===== src/hdl/plac_defs.svh =====
// Notes on behaviour
// [RQ1] Tx auto stop: Tx clock follows Tx enable
// [RQ2] FIFO clock bit high stops FIFO clock
// [RQ3] Rx port sleeps while Rx path inactive
// [RQ4] Aux stop powers down scan DAC, ADC
// [RQ5] Serial sleeps after 6 idle symbols
// [RQ6] Rx auto stop: Rx clock follows Rx enable
// [RQ7] Host enables bias 2 ms beforehand
// [RQ8] Low four bits power aux DACs 4..1
// [RQ9] Top loopback bit bypasses Rx ADC filter
// [RQ10] IIR bypass: 32 kHz, 16-bit codec samples
// [RQ11] Codec and Tx-to-Rx analogue loopbacks
// [RQ12] Separate Rx and Tx access point enables
// [RQ13] Digital loopback sends alternating I/Q samples
// [RQ14] Rate code selects MCLK/512 down to /4
// [RQ15] Direction change waits for scan end
// [RQ16] Auto cycle sweeps up and down forever
// [RQ17] Source bit picks memory or DAC1 register
// [RQ18] Channel enables apply at next conversion
// [RQ19] ADC at MCLK/8, 88 cycles, or halved
// [RQ20] Continuous bit converts channels repeatedly
// [RQ21] Start bit runs one pass, self-clears
// [RQ22] ADC idles powered down, two-period warm-up
// [RQ23] Six byte-wide read/write control registers
`ifndef PLAC_DEFS_SVH
`define PLAC_DEFS_SVH
// Register indices; byte address is index times four
`define PLAC_IDX_CLK 6'h11
`define PLAC_IDX_PWR 6'h12
`define PLAC_IDX_LOOP 6'h13
`define PLAC_IDX_SCAN 6'h14
`define PLAC_IDX_CHAN 6'h15
`define PLAC_IDX_RUN 6'h16
`define PLAC_RST_VAL 8'h00
// Clock gating fields
`define PLAC_CLK_TX_AUTO 5
`define PLAC_CLK_FIFO_OFF 4
`define PLAC_CLK_RXPORT 3
`define PLAC_CLK_AUX 2
`define PLAC_CLK_SER_AUTO 1
`define PLAC_CLK_RX_AUTO 0
// Power fields
`define PLAC_PWR_BIAS 4
// Loopback fields
`define PLAC_LB_RXFILT 7
`define PLAC_LB_IIR 5
`define PLAC_LB_CODEC 4
`define PLAC_LB_ANALOG 3
`define PLAC_LB_RXACC 2
`define PLAC_LB_TXACC 1
`define PLAC_LB_DIGITAL 0
// Scan fields
`define PLAC_SCAN_RATE_HI 5
`define PLAC_SCAN_RATE_LO 3
`define PLAC_SCAN_UP 2
`define PLAC_SCAN_CYCLE 1
`define PLAC_SCAN_SRC 0
// Run fields
`define PLAC_RUN_SLOW 2
`define PLAC_RUN_CONT 1
`define PLAC_RUN_START 0
// Timing counts in symbols, master clock cycles and conversion periods, and the channel count
`define PLAC_SER_IDLE_SYM 3'h6
`define PLAC_CONV_FAST 8'h58
`define PLAC_CONV_SLOW 8'hB0
`define PLAC_ADC_DIV_FAST 4'h7
`define PLAC_ADC_DIV_SLOW 4'hF
`define PLAC_SCAN_DIV_MAX 9'h1FF
`define PLAC_WARM_PERIODS 2'h2
`define PLAC_NUM_CHAN 6
`endif


===== src/hdl/plac_pkg.sv =====
`default_nettype none
package plac_pkg;
    typedef enum logic [1:0] {
        PLAC_ADC_IDLE = 2'b00,
        PLAC_ADC_WARM = 2'b01,
        PLAC_ADC_CONV = 2'b10
    } plac_adc_state_t;

    typedef struct packed {
        logic tx_clk_en;
        logic rx_clk_en;
        logic fifo_clk_en;
        logic rx_port_pwr;
        logic serial_pwr;
        logic bias_en;
        logic [3:0] aux_dac_pwr;
        logic scan_dac_pwr;
    } plac_power_t;

    typedef struct packed {
        logic rx_filter_bypass;
        logic iir_bypass;
        logic codec_rate_32k;
        logic codec_16bit;
        logic codec_loop;
        logic analog_loop;
        logic rx_access_wr_en;
        logic tx_access_wr_en;
        logic digital_loop;
    } plac_route_t;

    typedef struct packed {
        logic [15:0] i;
        logic [15:0] q;
    } plac_iq_t;
endpackage : plac_pkg
`default_nettype wire


===== src/hdl/plac_ctrl.sv =====
// Decided for this implementation: the Wishbone register port.
`include "plac_defs.svh"
`default_nettype none
module plac_ctrl #(
    parameter int RAM_AW = 6
) (
    // Clock and reset
    input wire logic clk_i,
    input wire logic rst_i,
    // Wishbone slave
    input wire logic cyc_i,
    input wire logic stb_i,
    input wire logic we_i,
    input wire logic [7:0] adr_i,
    input wire logic [3:0] sel_i,
    input wire logic [31:0] dat_i,
    output logic [31:0] dat_o,
    output logic ack_o,
    // Data path status
    input wire logic tx_path_en_i,
    input wire logic rx_path_en_i,
    input wire logic rx_path_active_i,
    input wire logic sclk_div4_i,
    input wire logic symbol_tick_i,
    input wire logic [2:0] frame_sync_i,
    // Digital loopback samples
    input wire logic sample_tick_i,
    input wire plac_pkg::plac_iq_t tx_op_i,
    input wire plac_pkg::plac_iq_t rx_data_i,
    output logic [15:0] rx_port_data_o,
    output logic rx_port_q_o,
    // Waveform memory and DAC1
    input wire logic [9:0] ram_data_i,
    input wire logic [9:0] dac1_value_i,
    output logic [RAM_AW-1:0] ram_addr_o,
    output logic [9:0] dac1_data_o,
    // Auxiliary ADC
    output logic adc_pwr_o,
    output logic adc_clk_o,
    output logic adc_converting_o,
    output logic [2:0] adc_chan_o,
    output logic adc_done_o,
    // Enables into the data paths
    output plac_pkg::plac_power_t power_o,
    output plac_pkg::plac_route_t route_o
);
    import plac_pkg::*;

    if (RAM_AW < 2 || RAM_AW > 12) begin : g_check
        $error("RAM_AW must lie between 2 and 12");
    end

    logic [7:0] clock_gating_control_reg;
    logic [7:0] power_up_control_reg;
    logic [7:0] loopback_routing_control_reg;
    logic [7:0] waveform_dac_scan_control_reg;
    logic [7:0] aux_converter_channel_enable_reg;
    logic [7:0] aux_converter_run_control_reg;
    logic ack_reg;
    logic [31:0] dat_reg;
    logic [7:0] rd_next;
    logic bus_req;
    logic wr_commit;
    logic hit;

    // Bus: one wait cycle, then a single-cycle ack
    assign bus_req = cyc_i && stb_i && !ack_reg;
    assign wr_commit = cyc_i && stb_i && we_i && ack_reg && sel_i[0];
    assign hit = adr_i[1:0] == 2'b00;
    assign ack_o = ack_reg;
    assign dat_o = dat_reg;

    always_comb begin
        rd_next = 8'h00;
        if (hit) begin
            case (adr_i[7:2])
                `PLAC_IDX_CLK: rd_next = clock_gating_control_reg;
                `PLAC_IDX_PWR: rd_next = power_up_control_reg;
                `PLAC_IDX_LOOP: rd_next = loopback_routing_control_reg;
                `PLAC_IDX_SCAN: rd_next = waveform_dac_scan_control_reg;
                `PLAC_IDX_CHAN: rd_next = aux_converter_channel_enable_reg;
                `PLAC_IDX_RUN: rd_next = aux_converter_run_control_reg;
                default: rd_next = 8'h00;
            endcase
        end
    end

    always_ff @(posedge clk_i) begin
        if (rst_i) begin
            ack_reg <= 1'b0;
            dat_reg <= 32'h0000_0000;
        end else begin
            ack_reg <= bus_req;
            if (bus_req) begin
                dat_reg <= {24'h00_0000, rd_next};
            end
        end
    end

    // Plain read/write bytes
    always_ff @(posedge clk_i) begin
        if (rst_i) begin
            clock_gating_control_reg <= `PLAC_RST_VAL;
            power_up_control_reg <= `PLAC_RST_VAL;
            loopback_routing_control_reg <= `PLAC_RST_VAL;
            waveform_dac_scan_control_reg <= `PLAC_RST_VAL;
            aux_converter_channel_enable_reg <= `PLAC_RST_VAL;
        end else if (wr_commit && hit) begin
            case (adr_i[7:2])
                `PLAC_IDX_CLK: clock_gating_control_reg <= dat_i[7:0]; // RQ23
                `PLAC_IDX_PWR: power_up_control_reg <= dat_i[7:0];
                `PLAC_IDX_LOOP: loopback_routing_control_reg <= dat_i[7:0];
                `PLAC_IDX_SCAN: waveform_dac_scan_control_reg <= dat_i[7:0];
                `PLAC_IDX_CHAN: aux_converter_channel_enable_reg <= dat_i[7:0];
                default: ;
            endcase
        end
    end

    // Clock gating and power
    logic aux_stop;
    logic ser_mode;
    logic [2:0] idle_sym_reg;
    logic ser_asleep_reg;
    assign aux_stop = clock_gating_control_reg[`PLAC_CLK_AUX];
    // Auto stop only defined with the serial clock at MCLK/4
    assign ser_mode = clock_gating_control_reg[`PLAC_CLK_SER_AUTO] && sclk_div4_i;

    always_ff @(posedge clk_i) begin
        if (rst_i) begin
            idle_sym_reg <= 3'h0;
            ser_asleep_reg <= 1'b0;
        end else if (!ser_mode || |frame_sync_i) begin
            idle_sym_reg <= 3'h0; // RQ5
            ser_asleep_reg <= 1'b0; // RQ5
        end else if (symbol_tick_i && !ser_asleep_reg) begin
            // First period is partial, giving the 5 to 6 symbol window
            idle_sym_reg <= idle_sym_reg + 3'h1;
            ser_asleep_reg <= (idle_sym_reg + 3'h1) == `PLAC_SER_IDLE_SYM; // RQ5
        end
    end

    always_comb begin
        power_o.tx_clk_en = !clock_gating_control_reg[`PLAC_CLK_TX_AUTO] || tx_path_en_i; // RQ1
        power_o.rx_clk_en = !clock_gating_control_reg[`PLAC_CLK_RX_AUTO] || rx_path_en_i; // RQ6
        power_o.fifo_clk_en = !clock_gating_control_reg[`PLAC_CLK_FIFO_OFF]; // RQ2
        power_o.rx_port_pwr = !(clock_gating_control_reg[`PLAC_CLK_RXPORT] && !rx_path_active_i); // RQ3
        power_o.serial_pwr = !ser_asleep_reg;
        power_o.bias_en = power_up_control_reg[`PLAC_PWR_BIAS];
        power_o.aux_dac_pwr = power_up_control_reg[3:0]; // RQ8
        power_o.scan_dac_pwr = !aux_stop; // RQ4
        route_o.rx_filter_bypass = loopback_routing_control_reg[`PLAC_LB_RXFILT]; // RQ9
        route_o.iir_bypass = loopback_routing_control_reg[`PLAC_LB_IIR]; // RQ10
        route_o.codec_rate_32k = loopback_routing_control_reg[`PLAC_LB_IIR]; // RQ10
        route_o.codec_16bit = loopback_routing_control_reg[`PLAC_LB_IIR]; // RQ10
        route_o.codec_loop = loopback_routing_control_reg[`PLAC_LB_CODEC]; // RQ11
        route_o.analog_loop = loopback_routing_control_reg[`PLAC_LB_ANALOG]; // RQ11
        route_o.rx_access_wr_en = loopback_routing_control_reg[`PLAC_LB_RXACC]; // RQ12
        route_o.tx_access_wr_en = loopback_routing_control_reg[`PLAC_LB_TXACC]; // RQ12
        route_o.digital_loop = loopback_routing_control_reg[`PLAC_LB_DIGITAL];
    end

    // Receive port: I then Q on successive sample strobes
    logic q_phase_reg;
    logic [15:0] rx_out_reg;
    plac_iq_t rx_src;
    assign rx_src = route_o.digital_loop ? tx_op_i : rx_data_i; // RQ13
    assign rx_port_data_o = rx_out_reg;
    assign rx_port_q_o = q_phase_reg;

    always_ff @(posedge clk_i) begin
        if (rst_i) begin
            q_phase_reg <= 1'b1;
            rx_out_reg <= 16'h0000;
        end else if (sample_tick_i) begin
            q_phase_reg <= !q_phase_reg; // RQ13
            rx_out_reg <= q_phase_reg ? rx_src.i : rx_src.q; // RQ13
        end
    end

    // Waveform memory scan
    logic [8:0] scan_div_reg;
    logic [8:0] scan_mask;
    logic scan_tick;
    logic scan_up_reg;
    logic [RAM_AW-1:0] ptr_reg;
    logic at_top;
    logic at_bottom;
    logic scan_run;
    assign scan_mask = `PLAC_SCAN_DIV_MAX >> waveform_dac_scan_control_reg[`PLAC_SCAN_RATE_HI:`PLAC_SCAN_RATE_LO];
    assign scan_tick = (scan_div_reg & scan_mask) == scan_mask; // RQ14
    assign at_top = &ptr_reg;
    assign at_bottom = ~|ptr_reg;
    assign scan_run = waveform_dac_scan_control_reg[`PLAC_SCAN_SRC] && !aux_stop;
    assign ram_addr_o = ptr_reg;

    always_ff @(posedge clk_i) begin
        if (rst_i) begin
            scan_div_reg <= 9'h000;
        end else begin
            scan_div_reg <= scan_div_reg + 9'h001;
        end
    end

    always_ff @(posedge clk_i) begin
        if (rst_i) begin
            ptr_reg <= '0;
            scan_up_reg <= 1'b0;
        end else if (scan_run && scan_tick) begin
            if (waveform_dac_scan_control_reg[`PLAC_SCAN_CYCLE]) begin
                if (scan_up_reg && at_top) begin
                    scan_up_reg <= 1'b0; // RQ16
                    ptr_reg <= ptr_reg - 1'b1;
                end else if (!scan_up_reg && at_bottom) begin
                    scan_up_reg <= 1'b1; // RQ16
                    ptr_reg <= ptr_reg + 1'b1;
                end else begin
                    ptr_reg <= scan_up_reg ? ptr_reg + 1'b1 : ptr_reg - 1'b1;
                end
            end else if ((scan_up_reg && at_top) || (!scan_up_reg && at_bottom)) begin
                // Scan finished: only now adopt the written direction
                scan_up_reg <= waveform_dac_scan_control_reg[`PLAC_SCAN_UP]; // RQ15
            end else begin
                ptr_reg <= scan_up_reg ? ptr_reg + 1'b1 : ptr_reg - 1'b1;
            end
        end
    end

    logic [9:0] dac1_reg;
    assign dac1_data_o = dac1_reg;
    always_ff @(posedge clk_i) begin
        if (rst_i) begin
            dac1_reg <= 10'h000;
        end else begin
            dac1_reg <= waveform_dac_scan_control_reg[`PLAC_SCAN_SRC] ? ram_data_i : dac1_value_i; // RQ17
        end
    end

    // Auxiliary ADC sequencer
    plac_adc_state_t adc_state_reg;
    logic [7:0] conv_cnt_reg;
    logic [7:0] conv_period;
    logic [3:0] adc_div_reg;
    logic [3:0] adc_div_mask;
    logic [1:0] warm_cnt_reg;
    logic [2:0] chan_reg;
    logic [`PLAC_NUM_CHAN-1:0] chan_act_reg;
    logic conv_end;
    logic pass_done;
    logic adc_req;
    logic slow;
    assign slow = aux_converter_run_control_reg[`PLAC_RUN_SLOW];
    assign conv_period = slow ? `PLAC_CONV_SLOW : `PLAC_CONV_FAST; // RQ19
    assign adc_div_mask = slow ? `PLAC_ADC_DIV_SLOW : `PLAC_ADC_DIV_FAST; // RQ19
    assign conv_end = conv_cnt_reg == conv_period - 8'h01;
    assign adc_req = (aux_converter_run_control_reg[`PLAC_RUN_CONT] ||
                      aux_converter_run_control_reg[`PLAC_RUN_START]) && !aux_stop;
    assign pass_done = adc_state_reg == PLAC_ADC_CONV && conv_end &&
                       chan_reg == 3'(`PLAC_NUM_CHAN - 1);
    assign adc_pwr_o = adc_state_reg != PLAC_ADC_IDLE; // RQ22
    assign adc_clk_o = adc_pwr_o && (adc_div_reg & adc_div_mask) == adc_div_mask;
    // Slot's first cycle reads the live enable, before the sampled copy lands
    assign adc_converting_o = adc_state_reg == PLAC_ADC_CONV &&
        (conv_cnt_reg == 8'h00 ? aux_converter_channel_enable_reg[chan_reg] : chan_act_reg[chan_reg]); // RQ18
    assign adc_chan_o = chan_reg;
    assign adc_done_o = adc_converting_o && conv_end;

    always_ff @(posedge clk_i) begin
        if (rst_i) begin
            adc_state_reg <= PLAC_ADC_IDLE;
            conv_cnt_reg <= 8'h00;
            adc_div_reg <= 4'h0;
            warm_cnt_reg <= 2'h0;
            chan_reg <= 3'h0;
        end else begin
            adc_div_reg <= adc_pwr_o ? adc_div_reg + 4'h1 : 4'h0;
            conv_cnt_reg <= (adc_pwr_o && !conv_end) ? conv_cnt_reg + 8'h01 : 8'h00;
            case (adc_state_reg)
                PLAC_ADC_IDLE: begin
                    warm_cnt_reg <= 2'h0;
                    chan_reg <= 3'h0;
                    if (adc_req) begin
                        adc_state_reg <= PLAC_ADC_WARM;
                    end
                end
                PLAC_ADC_WARM: begin
                    if (aux_stop) begin
                        adc_state_reg <= PLAC_ADC_IDLE; // RQ4
                    end else if (conv_end) begin
                        warm_cnt_reg <= warm_cnt_reg + 2'h1;
                        if (warm_cnt_reg + 2'h1 == `PLAC_WARM_PERIODS) begin
                            adc_state_reg <= PLAC_ADC_CONV; // RQ22
                        end
                    end
                end
                PLAC_ADC_CONV: begin
                    if (aux_stop) begin
                        adc_state_reg <= PLAC_ADC_IDLE; // RQ4
                    end else if (conv_end) begin
                        if (chan_reg == 3'(`PLAC_NUM_CHAN - 1)) begin
                            chan_reg <= 3'h0;
                            if (!aux_converter_run_control_reg[`PLAC_RUN_CONT]) begin
                                adc_state_reg <= PLAC_ADC_IDLE; // RQ21
                            end
                        end else begin
                            chan_reg <= chan_reg + 3'h1; // RQ20
                        end
                    end
                end
                default: adc_state_reg <= PLAC_ADC_IDLE;
            endcase
        end
    end

    // Per-channel enable, sampled as that channel's slot opens
    for (genvar k = 0; k < `PLAC_NUM_CHAN; k++) begin : g_chan
        always_ff @(posedge clk_i) begin
            if (rst_i) begin
                chan_act_reg[k] <= 1'b0;
            end else if (conv_cnt_reg == 8'h00 && chan_reg == 3'(k) &&
                         adc_state_reg == PLAC_ADC_CONV) begin
                chan_act_reg[k] <= aux_converter_channel_enable_reg[k]; // RQ18
            end
        end
    end

    // Start bit: a software write wins over the self-clear
    always_ff @(posedge clk_i) begin
        if (rst_i) begin
            aux_converter_run_control_reg <= `PLAC_RST_VAL;
        end else if (wr_commit && hit && adr_i[7:2] == `PLAC_IDX_RUN) begin
            aux_converter_run_control_reg <= dat_i[7:0];
        end else if (pass_done && !aux_converter_run_control_reg[`PLAC_RUN_CONT]) begin
            aux_converter_run_control_reg[`PLAC_RUN_START] <= 1'b0; // RQ21
        end
    end
endmodule : plac_ctrl
`default_nettype wire


===== config.mk =====
export PLATFORM = sky130hd
export DESIGN_NAME = plac_ctrl
export DESIGN_NICKNAME = d
export VERILOG_FILES = /design/src/hdl/plac_pkg.sv /design/src/hdl/plac_ctrl.sv
export VERILOG_INCLUDE_DIRS = /design/src /design/src/hdl
export SDC_FILE = /design/constraint.sdc
export NUM_CORES = 1
export LEC_CHECK = 0
export ABC_AREA = 0
export BUFFER_PORTS_ARGS = -buffer_cell sky130_fd_sc_hd__buf_2
export CAP_MARGIN = 20
export CORE_ASPECT_RATIO = 0.8
export CORE_MARGIN = 5
export CORE_UTILIZATION = 40
export CTS_BUF_LIST = sky130_fd_sc_hd__clkbuf_4 sky130_fd_sc_hd__clkbuf_8 sky130_fd_sc_hd__clkbuf_16
export CTS_CLUSTER_DIAMETER = 50
export DETAILED_ROUTE_END_ITERATION = 10
export HOLD_SLACK_MARGIN = 0.08
export MAX_ROUTING_LAYER = met4
export PLACE_DENSITY = 0.73
export SYNTH_ARGS = -nofsm -noshare
export SYNTH_HDL_FRONTEND = slang
export SYNTH_SLANG_ARGS = --single-unit

===== constraint.sdc =====
create_clock -name clk_i -period 2.6 [get_ports clk_i]
set_input_delay 0.13 -clock clk_i [delete_from_list [all_inputs] [get_ports clk_i]]
set_output_delay 0.13 -clock clk_i [all_outputs]
set_load 0.03 [all_outputs]

== Word level (Yosys, flattened, before mapping) ==
Index checks and enable logic that the tools add are counted.
Cells by class
  add/sub/neg operators: 9
  order comparisons: 1
  equal/unequal tests: 30
  shift-type cells: 1
  multiplexer cells: 39
  bitwise logic cells: 4
  reductions and logical operators: 78
Operators by type and width (count)
  one-hot mux 8 bit (6 select lines): 1
  equality test 6 x 5 -> 1 bit (second input constant): 6
  logical AND 1 bit: 34
  two-way mux 32 bit: 1
  two-way mux 6 bit: 5
  two-way mux 2 bit: 10
  two-way mux 16 bit: 1
  two-way mux 8 bit: 2
  zero test 1 bit: 14
  != test 2 bit (second input constant): 6
  != test 3 bit (second input constant): 4
  AND reduction 2 bit: 6
  AND reduction 6 bit: 2
  two-way mux 10 bit: 1
  nonzero test 2 bit: 5
  adder 9 x 1 -> 9 bit (second input constant): 1
  bitwise AND 9 bit: 1
  equality test 3 bit (second input constant): 3
  equality test 9 bit: 1
  two-way mux 1 bit: 9
  two-way mux 3 bit: 3
  AND reduction 3 bit: 3
  right shift 9 x 3 -> 9 bit (first input constant): 1
  adder 8 x 1 -> 8 bit (second input constant): 1
  other kinds (29): 41
Word-level totals
  register bits after elaboration: 129
  bits of input ports: 142
  output and inout port bits: 93
  word-level logic and storage cells: 190

== Depth between registers and ports, before layout ==
Gate-level depths: netlist of run 1.
  word-level depth: 8
  gate-level depth with buffers: 7
  mapped depth without buffers: 7

== Worst setup path after synthesis of run 1 ==
Ideal clock, no wire load.
  path kind: flip-flop to output port
  start point: register chan_reg[0] (netlist: adc_chan_o[0])
  end point: output adc_done_o
  data arrival time: 2065 ps
  required time: 2470 ps
  setup slack: 405 ps
  stages on the path, launching flop included: 7
  buffers on the path: 1
  path through: dfxtp_1 > clkbuf_1 > mux4_2 > nand2_1 > nand3_1 > o21ai_0 > nor3_1
Between the ends
  cells in the longest elaborated chain, start to end: 5
  elaborated cells between the ends (all ways): 7
  those cells by class: mux (5); reduce/logical (2)
RTL lines
  start: declaration: RTL line plac_ctrl.sv:246  | logic [2:0] chan_reg;
  start signal: assignment: RTL line plac_ctrl.sv:306  | chan_reg <= chan_reg + 3'h1;
  binary-select mux 1 bit (select 3 bit): RTL line plac_ctrl.sv:264  | (conv_cnt_reg == 8'h00 ? aux_converter_channel_enable_reg[chan_reg] : chan_act_reg[chan_reg]);
  two-way mux 1 bit (not written as such): RTL line plac_ctrl.sv:264
  two-way mux 1 bit *: RTL line plac_ctrl.sv:264
  logical AND 1 bit *: RTL line plac_ctrl.sv:263  | assign adc_converting_o = adc_state_reg == PLAC_ADC_CONV &&
  logical AND 1 bit *: RTL line plac_ctrl.sv:266  | assign adc_done_o = adc_converting_o && conv_end;
  end: declaration: RTL line plac_ctrl.sv:42  | output logic adc_done_o,
Every way passes the cells marked *; elsewhere a longest branch is shown, timed or not. The select of a mux whose other input is x is not followed.

== Final worst setup path of run 1 ==
  start point: register conv_cnt_reg[3]
  end point: output adc_done_o
Between the ends
  cells in the longest elaborated chain, start to end: 4
  elaborated cells between the ends (all ways): 5
  those cells by class: eq/ne (1); mux (1); reduce/logical (3)
RTL lines
  start: declaration: RTL line plac_ctrl.sv:241  | logic [7:0] conv_cnt_reg;
  start signal: assignment: RTL line plac_ctrl.sv:277  | conv_cnt_reg <= (adc_pwr_o && !conv_end) ? conv_cnt_reg + 8'h01 : 8'h00;
  zero test 8 bit: RTL line plac_ctrl.sv:264
  two-way mux 1 bit: RTL line plac_ctrl.sv:264
  logical AND 1 bit: RTL line plac_ctrl.sv:263
  logical AND 1 bit *: RTL line plac_ctrl.sv:266
Every way passes the cells marked *; elsewhere a longest branch is shown, timed or not.

==> results.tsv, run 1 <==
stage	metric	value	unit
outcome	status	finished, final reports clean	
timing	Tmin final	2.357	ns
clock_tree	TritonCTS clock tree	yes	
setup_path	CP bufs+invs	1	
logic_synthesis	Post-synth EDFFs	0	
power_and_ir_drop	LEAKAGE	3.545	nW
power_and_ir_drop	pwr dens	575.5	nW/um2
setup_path	CP startpoint kind	flop	
setup_path	CP endpoint kind	output pin	
timing	Worst Tran Pin Value	0.8650	ns
floorplan	core area	15750	um2
clock_tree	htree depth	4	
timing	Total Neg Setup Slack	0	ns
power_and_ir_drop	Peak VDD IR	0.4299	mV
logic_synthesis	Seq cells post-synth	129	
clock_tree	root buf cell	clkbuf_16	
routing	Via Count	5522	
finish	FF+latch area	2582	um2
logic_synthesis	most common cell in the netlist	dfxtp_1	
logic_synthesis	synth unique cells	58	
clock_tree	CTS buffer count	17	
logic_synthesis	ys async rst share	0	
timing	Hold Violations, Final	0	
timing	final period utilization	0.9066	
logic_synthesis	synth cell count leaders	dfxtp_1 (129), nor2_1 (113), mux2i_1 (80), buf_4 (38)	
logic_synthesis	top cell type's share of synthesized area	0.4038	
finish	fill count	1447	
global_route	vias in the first global route	5332	
placed_design	pre-CTS setup slack	0.4580	ns
finish	Layout area overhead	29.13	%
routing	Detailed Routing Iterations Pass 1	4	
finish	ANT cells	0	
floorplan	# IOs	235	
timing	fmax	0.4242	GHz
setup_path	critical path type	reg -> out	
clock_tree	post-cts resize count	0	
power_and_ir_drop	Sw Ratio	0.2547	
global_route	largest net degree at the start of global routing	49	
routing	vias per cell	5.043	
finish	NumNets Final	1020	
finish	final instance area	8259	um2
setup_path	cell family contributing the most delay on the critical path	simple AND/OR/NAND/NOR gates	
setup_path	Arr. time, crit path	2.23	ns
clock_tree	hold_buf cts	35	
timing	Pins Over Slew Limit	0	
routing	initial DRC count	301	
finish	Final Util	0.5244	
logic_synthesis	Yosys top cell by area	dfxtp_1	
power_and_ir_drop	Sequential Power Share	0.430	
timing	RSZ-0062 raised after global routing	false	
logic_synthesis	Mean Syn Cell Area	9.589	um2
power_and_ir_drop	P_sw	0.001211	W
placed_design	HPWL reported at the end of detailed placement	12.03	mm
floorplan	number of cell rows	41	
finish	layout cell share with drive strength beyond 1	0.2966	
clock_tree	clock-pin slew on the worst setup and hold paths	0.06	ns
logic_synthesis	top post-synthesis cells by area	dfxtp_1 (40%), mux2i_1 (13%), mux4_2 (6.7%), nor2_1 (6.6%), buf_4 (4.5%)	
setup_path	max incr delay on CP	0.43	ns
clock_tree	clock latency at the later pin of the worst-skew pair	0.42	ns
floorplan	die area	18630	um2
logic_synthesis	synthesized area	6396	um2
floorplan	initial core utilization	0.4061	
global_route	global-route wire length before repair	26.53	mm
timing	Worst slew margin	0.4233	
setup_path	peak fanout along the critical path	10	
timing	count of final setup violators	0	
power_and_ir_drop	Cell Int Power	0.003542	W
finish	area of the multi-input gates	3407	um2
timing	final setup margin	0.2429	ns
routing	DR WL/cell	15.39	um
clock_tree	Max Buffers Root-to-Sink	2	
placed_design	routability cong.	0.9235	
global_route	gr usage total	0.1863	
global_route	initial antenna violation count	0	
floorplan	die extent in y	123.1	um
placed_design	placed inst area	7346	um2
setup_path	CP Cell Sequence	or3_4 -> a2bb2oi_1 -> or2_1 -> nor3_1 -> buf_2	
routing	final wirelength	16.85	mm
finish	max reg flops	16	
power_and_ir_drop	Clk pwr share	0.477	
min_path	Worst Hold Class	in -> reg	
placed_design	I/O Buffers	183	
routing	ANT nets after route	0	
floorplan	Die X-Extent	151.4	um
clock_tree	Setup Fix Bufs, Post-CTS	0	
clock_tree	clock sink total	129	
logic_synthesis	Synth Flop Type	dfxtp_1	
global_route	remaining global-route overflow	0	
setup_path	CP Data Required Time	2.47	ns
routing	# DRC	0	
run	max-cap check violation count	0	
timing	Worst Skew	0.01008	ns
logic_synthesis	post-synthesis sequential area ratio	0.4038	
setup_path	CP max-delay cell	or3_4	
logic_synthesis	Syn Inst Count	667	
power_and_ir_drop	Comb pwr share	0.093	
logic_synthesis	Yosys warning count	0	
## layout by cell type, fill, tap and decap left out, types with 10 or more instances in the layout
master,count
nand3_1,18
clkbuf_16,17
dlygate4sd3_1,35
inv_1,13
nor2_1,113
conb_1,24
dfxtp_1,129
a21oi_1,13
buf_4,17
a22oi_1,26
buf_2,182
nor2b_1,10
xor2_1,14
mux4_2,19
ha_1,11
nand2_1,22
mux2i_1,80
## worst min-delay path, delay by kind of cell
family        cells  cell delay, ns
simple gates      1            0.07
mux               2            0.27
buf+inv           1            0.07
## path summary, 6_finish.rpt
| check | cells past startpoint | slack, ns | from | endpoint |
|---|---|---|---|---|
| worst max-delay path | 5 | 0.24 | conv_cnt_reg[3]$_SDFF_PP0_ | adc_done_o |
| worst min-delay path | 4 | 0.16 | rx_data_i[10] | rx_port_data_o[10]$_SDFFE_PP0P_ |
| worst max register to register | 6 | 0.43 | scan_div_reg[0]$_SDFF_PP0_ | ram_addr_o[0]$_SDFFE_PP0P_ |
| worst min register to register | 1 | 0.45 | dat_o[7]$_SDFFE_PP0P_ | dat_o[7]$_SDFFE_PP0P_ |
## final cells by class
class,count,share of cell area
flip-flops and latches,129,0.3127
clock inverters,14,0.01576
well taps,215,0.03257
multi-input cells,472,0.4125
clock buffers,18,0.05242
inverters,13,0.005908
repair buffers,234,0.1682
## logic make-up (layout without fill, tap and decap cells)
logic type      after synthesis  count (layout)  share of synthesized area
compound gates               86              86                    0.09409
flops                       129             129                     0.4038
mux                         103             103                     0.1991
other cells                   1              24                  0.0005863
buf+inv                      89             279                    0.07707
fa+ha+maj                    11              11                    0.02152
simple gates                226             226                     0.1737
xor+xnor                     22              22                    0.03013
## power by group through the flow
| stage | Combinational (W) | Clock (W) | Sequential [W] |
|---|---|---|---|
| detailed placement | 0.000402 | 0 | 0.00209 |
| floorplan | 0.000229 | 0 | 0.00213 |
| global placement | 0.000396 | 0 | 0.00209 |
| CTS | 0.000440 | 0.00232 | 0.00204 |
| global route | 0.000480 | 0.00240 | 0.00205 |
| finish | 0.000442 | 0.00227 | 0.00204 |
## per-stage QoR
step                total power (W)  hold slack [ns]  instances
floorplan                  0.002360           0.2729        690
global placement           0.002481           0.3597       1028
detailed placement         0.002489           0.3749       1028
CTS                        0.004801           0.1445       1095
global route               0.004933           0.1721       1095
finish                     0.004753           0.1627       1095
## metal layers
layer | global-route usage | part of all wire
met3 | 0.05203 | 0.066
met2 | 0.2895 | 0.48
met4 | 0.05153 | 0.011
met5 | - | 0
met1 | 0.2397 | 0.45
(Power assumes the default switching activity.)
==> inputs of run 2 (changes only) <==
==> constraint.sdc (replaced) <==
create_clock -name clk_i -period 2.25 [get_ports clk_i]
set_input_delay 0.1125 -clock clk_i [delete_from_list [all_inputs] [get_ports clk_i]]
set_output_delay 0.1125 -clock clk_i [all_outputs]
set_load 0.03 [all_outputs]
==> run 2 against run 1 <==
  * Setup slack got worse by 0.17 ns
  * Count of clock-buffer cells in the layout unchanged
  * Worst hold slack got worse by 0.034 ns
  * Clock power increased by 35%
  * Sequential power increased by 15%
  * Global-route usage increased by 0.78 points
  * Core utilization increased by 1.4 points
  * Non-clock buffer count increased by 11
  * Cell count increased by 1.0%
  * Routed wire length increased by 3.7%
  * Via count increased by 1.9%
  * Register-to-register slack got worse by 0.26 ns
  * Critical path type unchanged
  * Largest power group unchanged
  * Highest routed layer unchanged
==> results.tsv, run 2 (synthesized netlist as in run 1, its figures left out) <==
stage	metric	value	unit	change
routing	DR WL/cell	15.80	um	+2.7%
floorplan	die area	18630	um2	unchanged
routing	vias per cell	5.087		+0.87%
finish	final instance area	8474	um2	+2.6%
finish	ANT cells	0		unchanged
clock_tree	clock latency at the later pin of the worst-skew pair	0.42	ns	about the same
global_route	initial antenna violation count	0		unchanged
finish	max reg flops	16		unchanged
setup_path	CP Data Required Time	2.14	ns	-0.33 ns
clock_tree	root buf cell	clkbuf_16		
timing	Worst Skew	0.01460	ns	+0.004524 ns
timing	Total Neg Setup Slack	0	ns	unchanged
floorplan	# IOs	235		unchanged
global_route	vias in the first global route	5609		+5.2%
power_and_ir_drop	Cell Int Power	0.004554	W	+29%
timing	hold slack	0.1288	ns	-0.03392 ns
setup_path	CP endpoint kind	output pin		
routing	Via Count	5626		+1.9%
setup_path	peak fanout along the critical path	4		-6
timing	fmax	0.4601	GHz	
global_route	gr busiest metal	met2		
placed_design	placed inst area	7421	um2	+1.0%
placed_design	I/O Buffers	183		unchanged
clock_tree	CTS buffer count	17		unchanged
global_route	met1 Track Usage GR	0.2569		+0.01723
routing	Detailed Routing Iterations Pass 1	4		unchanged
placed_design	routability cong.	0.8989		-2.7%
timing	final period utilization	0.9660		
placed_design	Placed Cells	1038		+0.97%
power_and_ir_drop	P_sw	0.001399	W	+16%
power_and_ir_drop	pwr dens	702.4	nW/um2	+22%
global_route	gr usage total	0.1941		+0.007791
clock_tree	TritonCTS clock tree	yes		
power_and_ir_drop	LEAKAGE	3.679	nW	+3.8%
finish	most frequent cells in the layout	buf_2 (181), dfxtp_1 (127), nor2_1 (112)		
floorplan	number of cell rows	41		unchanged
timing	Pins Over Slew Limit	0		unchanged
outcome	status	finished, final reports clean		
timing	Tmin final	2.174	ns	
setup_path	CP startpoint kind	flop		
setup_path	cell family contributing the most delay on the critical path	simple AND/OR/NAND/NOR gates		
setup_path	max incr delay on CP	0.50	ns	+0.07 ns
power_and_ir_drop	Sw Ratio	0.2350		-0.01976
power_and_ir_drop	Sequential Power Share	0.394		-0.036
floorplan	core area	15750	um2	unchanged
setup_path	CP bufs+invs	2		+1
finish	fin cells	1106		+1.0%
clock_tree	clock-pin slew on the worst setup and hold paths	0.06	ns	about the same
finish	most common cell after layout, fill and taps aside	buf_2		
floorplan	die extent in y	123.1	um	unchanged
power_and_ir_drop	Clk pwr share	0.516		+0.039
power_and_ir_drop	Peak VDD IR	0.5797	mV	+35%
placed_design	HPWL reported at the end of detailed placement	12.36	mm	+2.8%
setup_path	critical path type	reg -> out		
timing	Hold Violations, Final	0		unchanged
min_path	Worst Hold Class	in -> reg		
floorplan	Die X-Extent	151.4	um	unchanged
finish	Layout area overhead	32.49	%	
floorplan	initial core utilization	0.4061		unchanged
routing	ANT nets after route	0		unchanged
global_route	largest net degree at the start of global routing	48		-2.0%
global_route	global-route wire length before repair	27.77	mm	+4.7%
global_route	global routing usage on met3	0.04507		-0.006962
routing	# DRC	0		unchanged
finish	NumNets Final	1031		+1.1%
setup_path	CP max-delay cell	or4b_4		
clock_tree	Max Buffers Root-to-Sink	2		unchanged
setup_path	Arr. time, crit path	2.06	ns	-0.17 ns
routing	final wirelength	17.48	mm	+3.7%
timing	Worst slew margin	0.5860		+0.1627
finish	layout cell share with drive strength beyond 1	0.3143		+0.01766
run	max-cap check violation count	0		unchanged
timing	count of final setup violators	0		unchanged
clock_tree	clock sink total	129		unchanged
clock_tree	htree depth	4		unchanged
timing	RSZ-0062 raised after global routing	true		
timing	Worst Tran Pin Value	0.6126	ns	-0.2525 ns
routing	initial DRC count	286		-5.0%
global_route	remaining global-route overflow	0		unchanged
power_and_ir_drop	Comb pwr share	0.090		-0.003
global_route	met2 usage	0.2975		+0.008049
setup_path	CP Cell Sequence	inv_1 -> ha_1 -> or4b_4 -> nor2_4 -> nand3_1 -> o21ai_2 -> nor2_1 -> buf_2		
[run 2: cell types whose count changed in the layout (fill, tap and decap cells not counted), moves of 2 or more]
cell	delta
dfxtp_1	-2
dfxtp_2	+2
buf_6	+2
bufinv_16	+4
clkinvlp_4	-4
buf_4	+11
[run 2: worst paths after layout]
kind              slack (ns)                                             to                        from  cells after the start
setup / recovery        0.08                               adc_converting_o  conv_cnt_reg[0]$_SDFF_PP0_                      8
hold / removal          0.13                rx_port_data_o[13]$_SDFFE_PP0P_                       rst_i                      2
setup reg to reg        0.17  aux_converter_run_control_reg[0]$_SDFFE_PP0P_  conv_cnt_reg[7]$_SDFF_PP0_                      6
hold reg to reg         0.45                          dat_o[0]$_SDFFE_PP0P_       dat_o[0]$_SDFFE_PP0P_                      1
[run 2: cell type report]
class	instances	area, um2
Inverter	13	48.80
Multi-Input combinational cell	472	3436
Clock buffer	18	432.9
Tap cell	215	269.0
Clock inverter	14	224.0
Timing Repair Buffer	245	1479
Sequential cell	129	2585
Fill cell	1389	7274
[run 2: worst reg2reg max path, delay by kind of cell, from the launching register on]
kind	cells	cell delay, ns
DFF	1	0.33
AOI/OAI and AO/OA	2	0.38
and+or+nand+nor	3	1.11
buffers and inverters	1	0.15
[run 2: power groups by stage]
stage               registers [W]  logic [W]  clock network, W
floorplan                 0.00246   0.000265                 0
global placement          0.00239   0.000483                 0
detailed placement        0.00239   0.000492                 0
CTS                       0.00235   0.000535           0.00313
global route              0.00235   0.000585           0.00321
finish                    0.00235   0.000537           0.00307
[run 2: per-layer routing]
layer	vias to the layer above	part of all wire
li1	2736	-
met1	2657	0.45
met2	212	0.47
met3	21	0.068
met4	0	0.014
met5	-	0
[run 2: metrics by stage]
stage	worst slack [ns]	power, W	util
floorplan	0.07241	0.002727	-
global placement	0.2564	0.002877	0.4712
detailed placement	0.2392	0.002886	0.4712
CTS	0.01297	0.006007	0.5365
global route	-0.04624	0.006149	0.5381
finish	0.07648	0.005953	0.5381
[run 2: repair_timing]
action,CTS,global route
hold buffers,34,0
hold endpoints to repair,60,0
setup endpoints to repair,1,4
gates cloned,0,0
buffers inserted,1,1
pin swaps,2,1
resized for setup,7,6
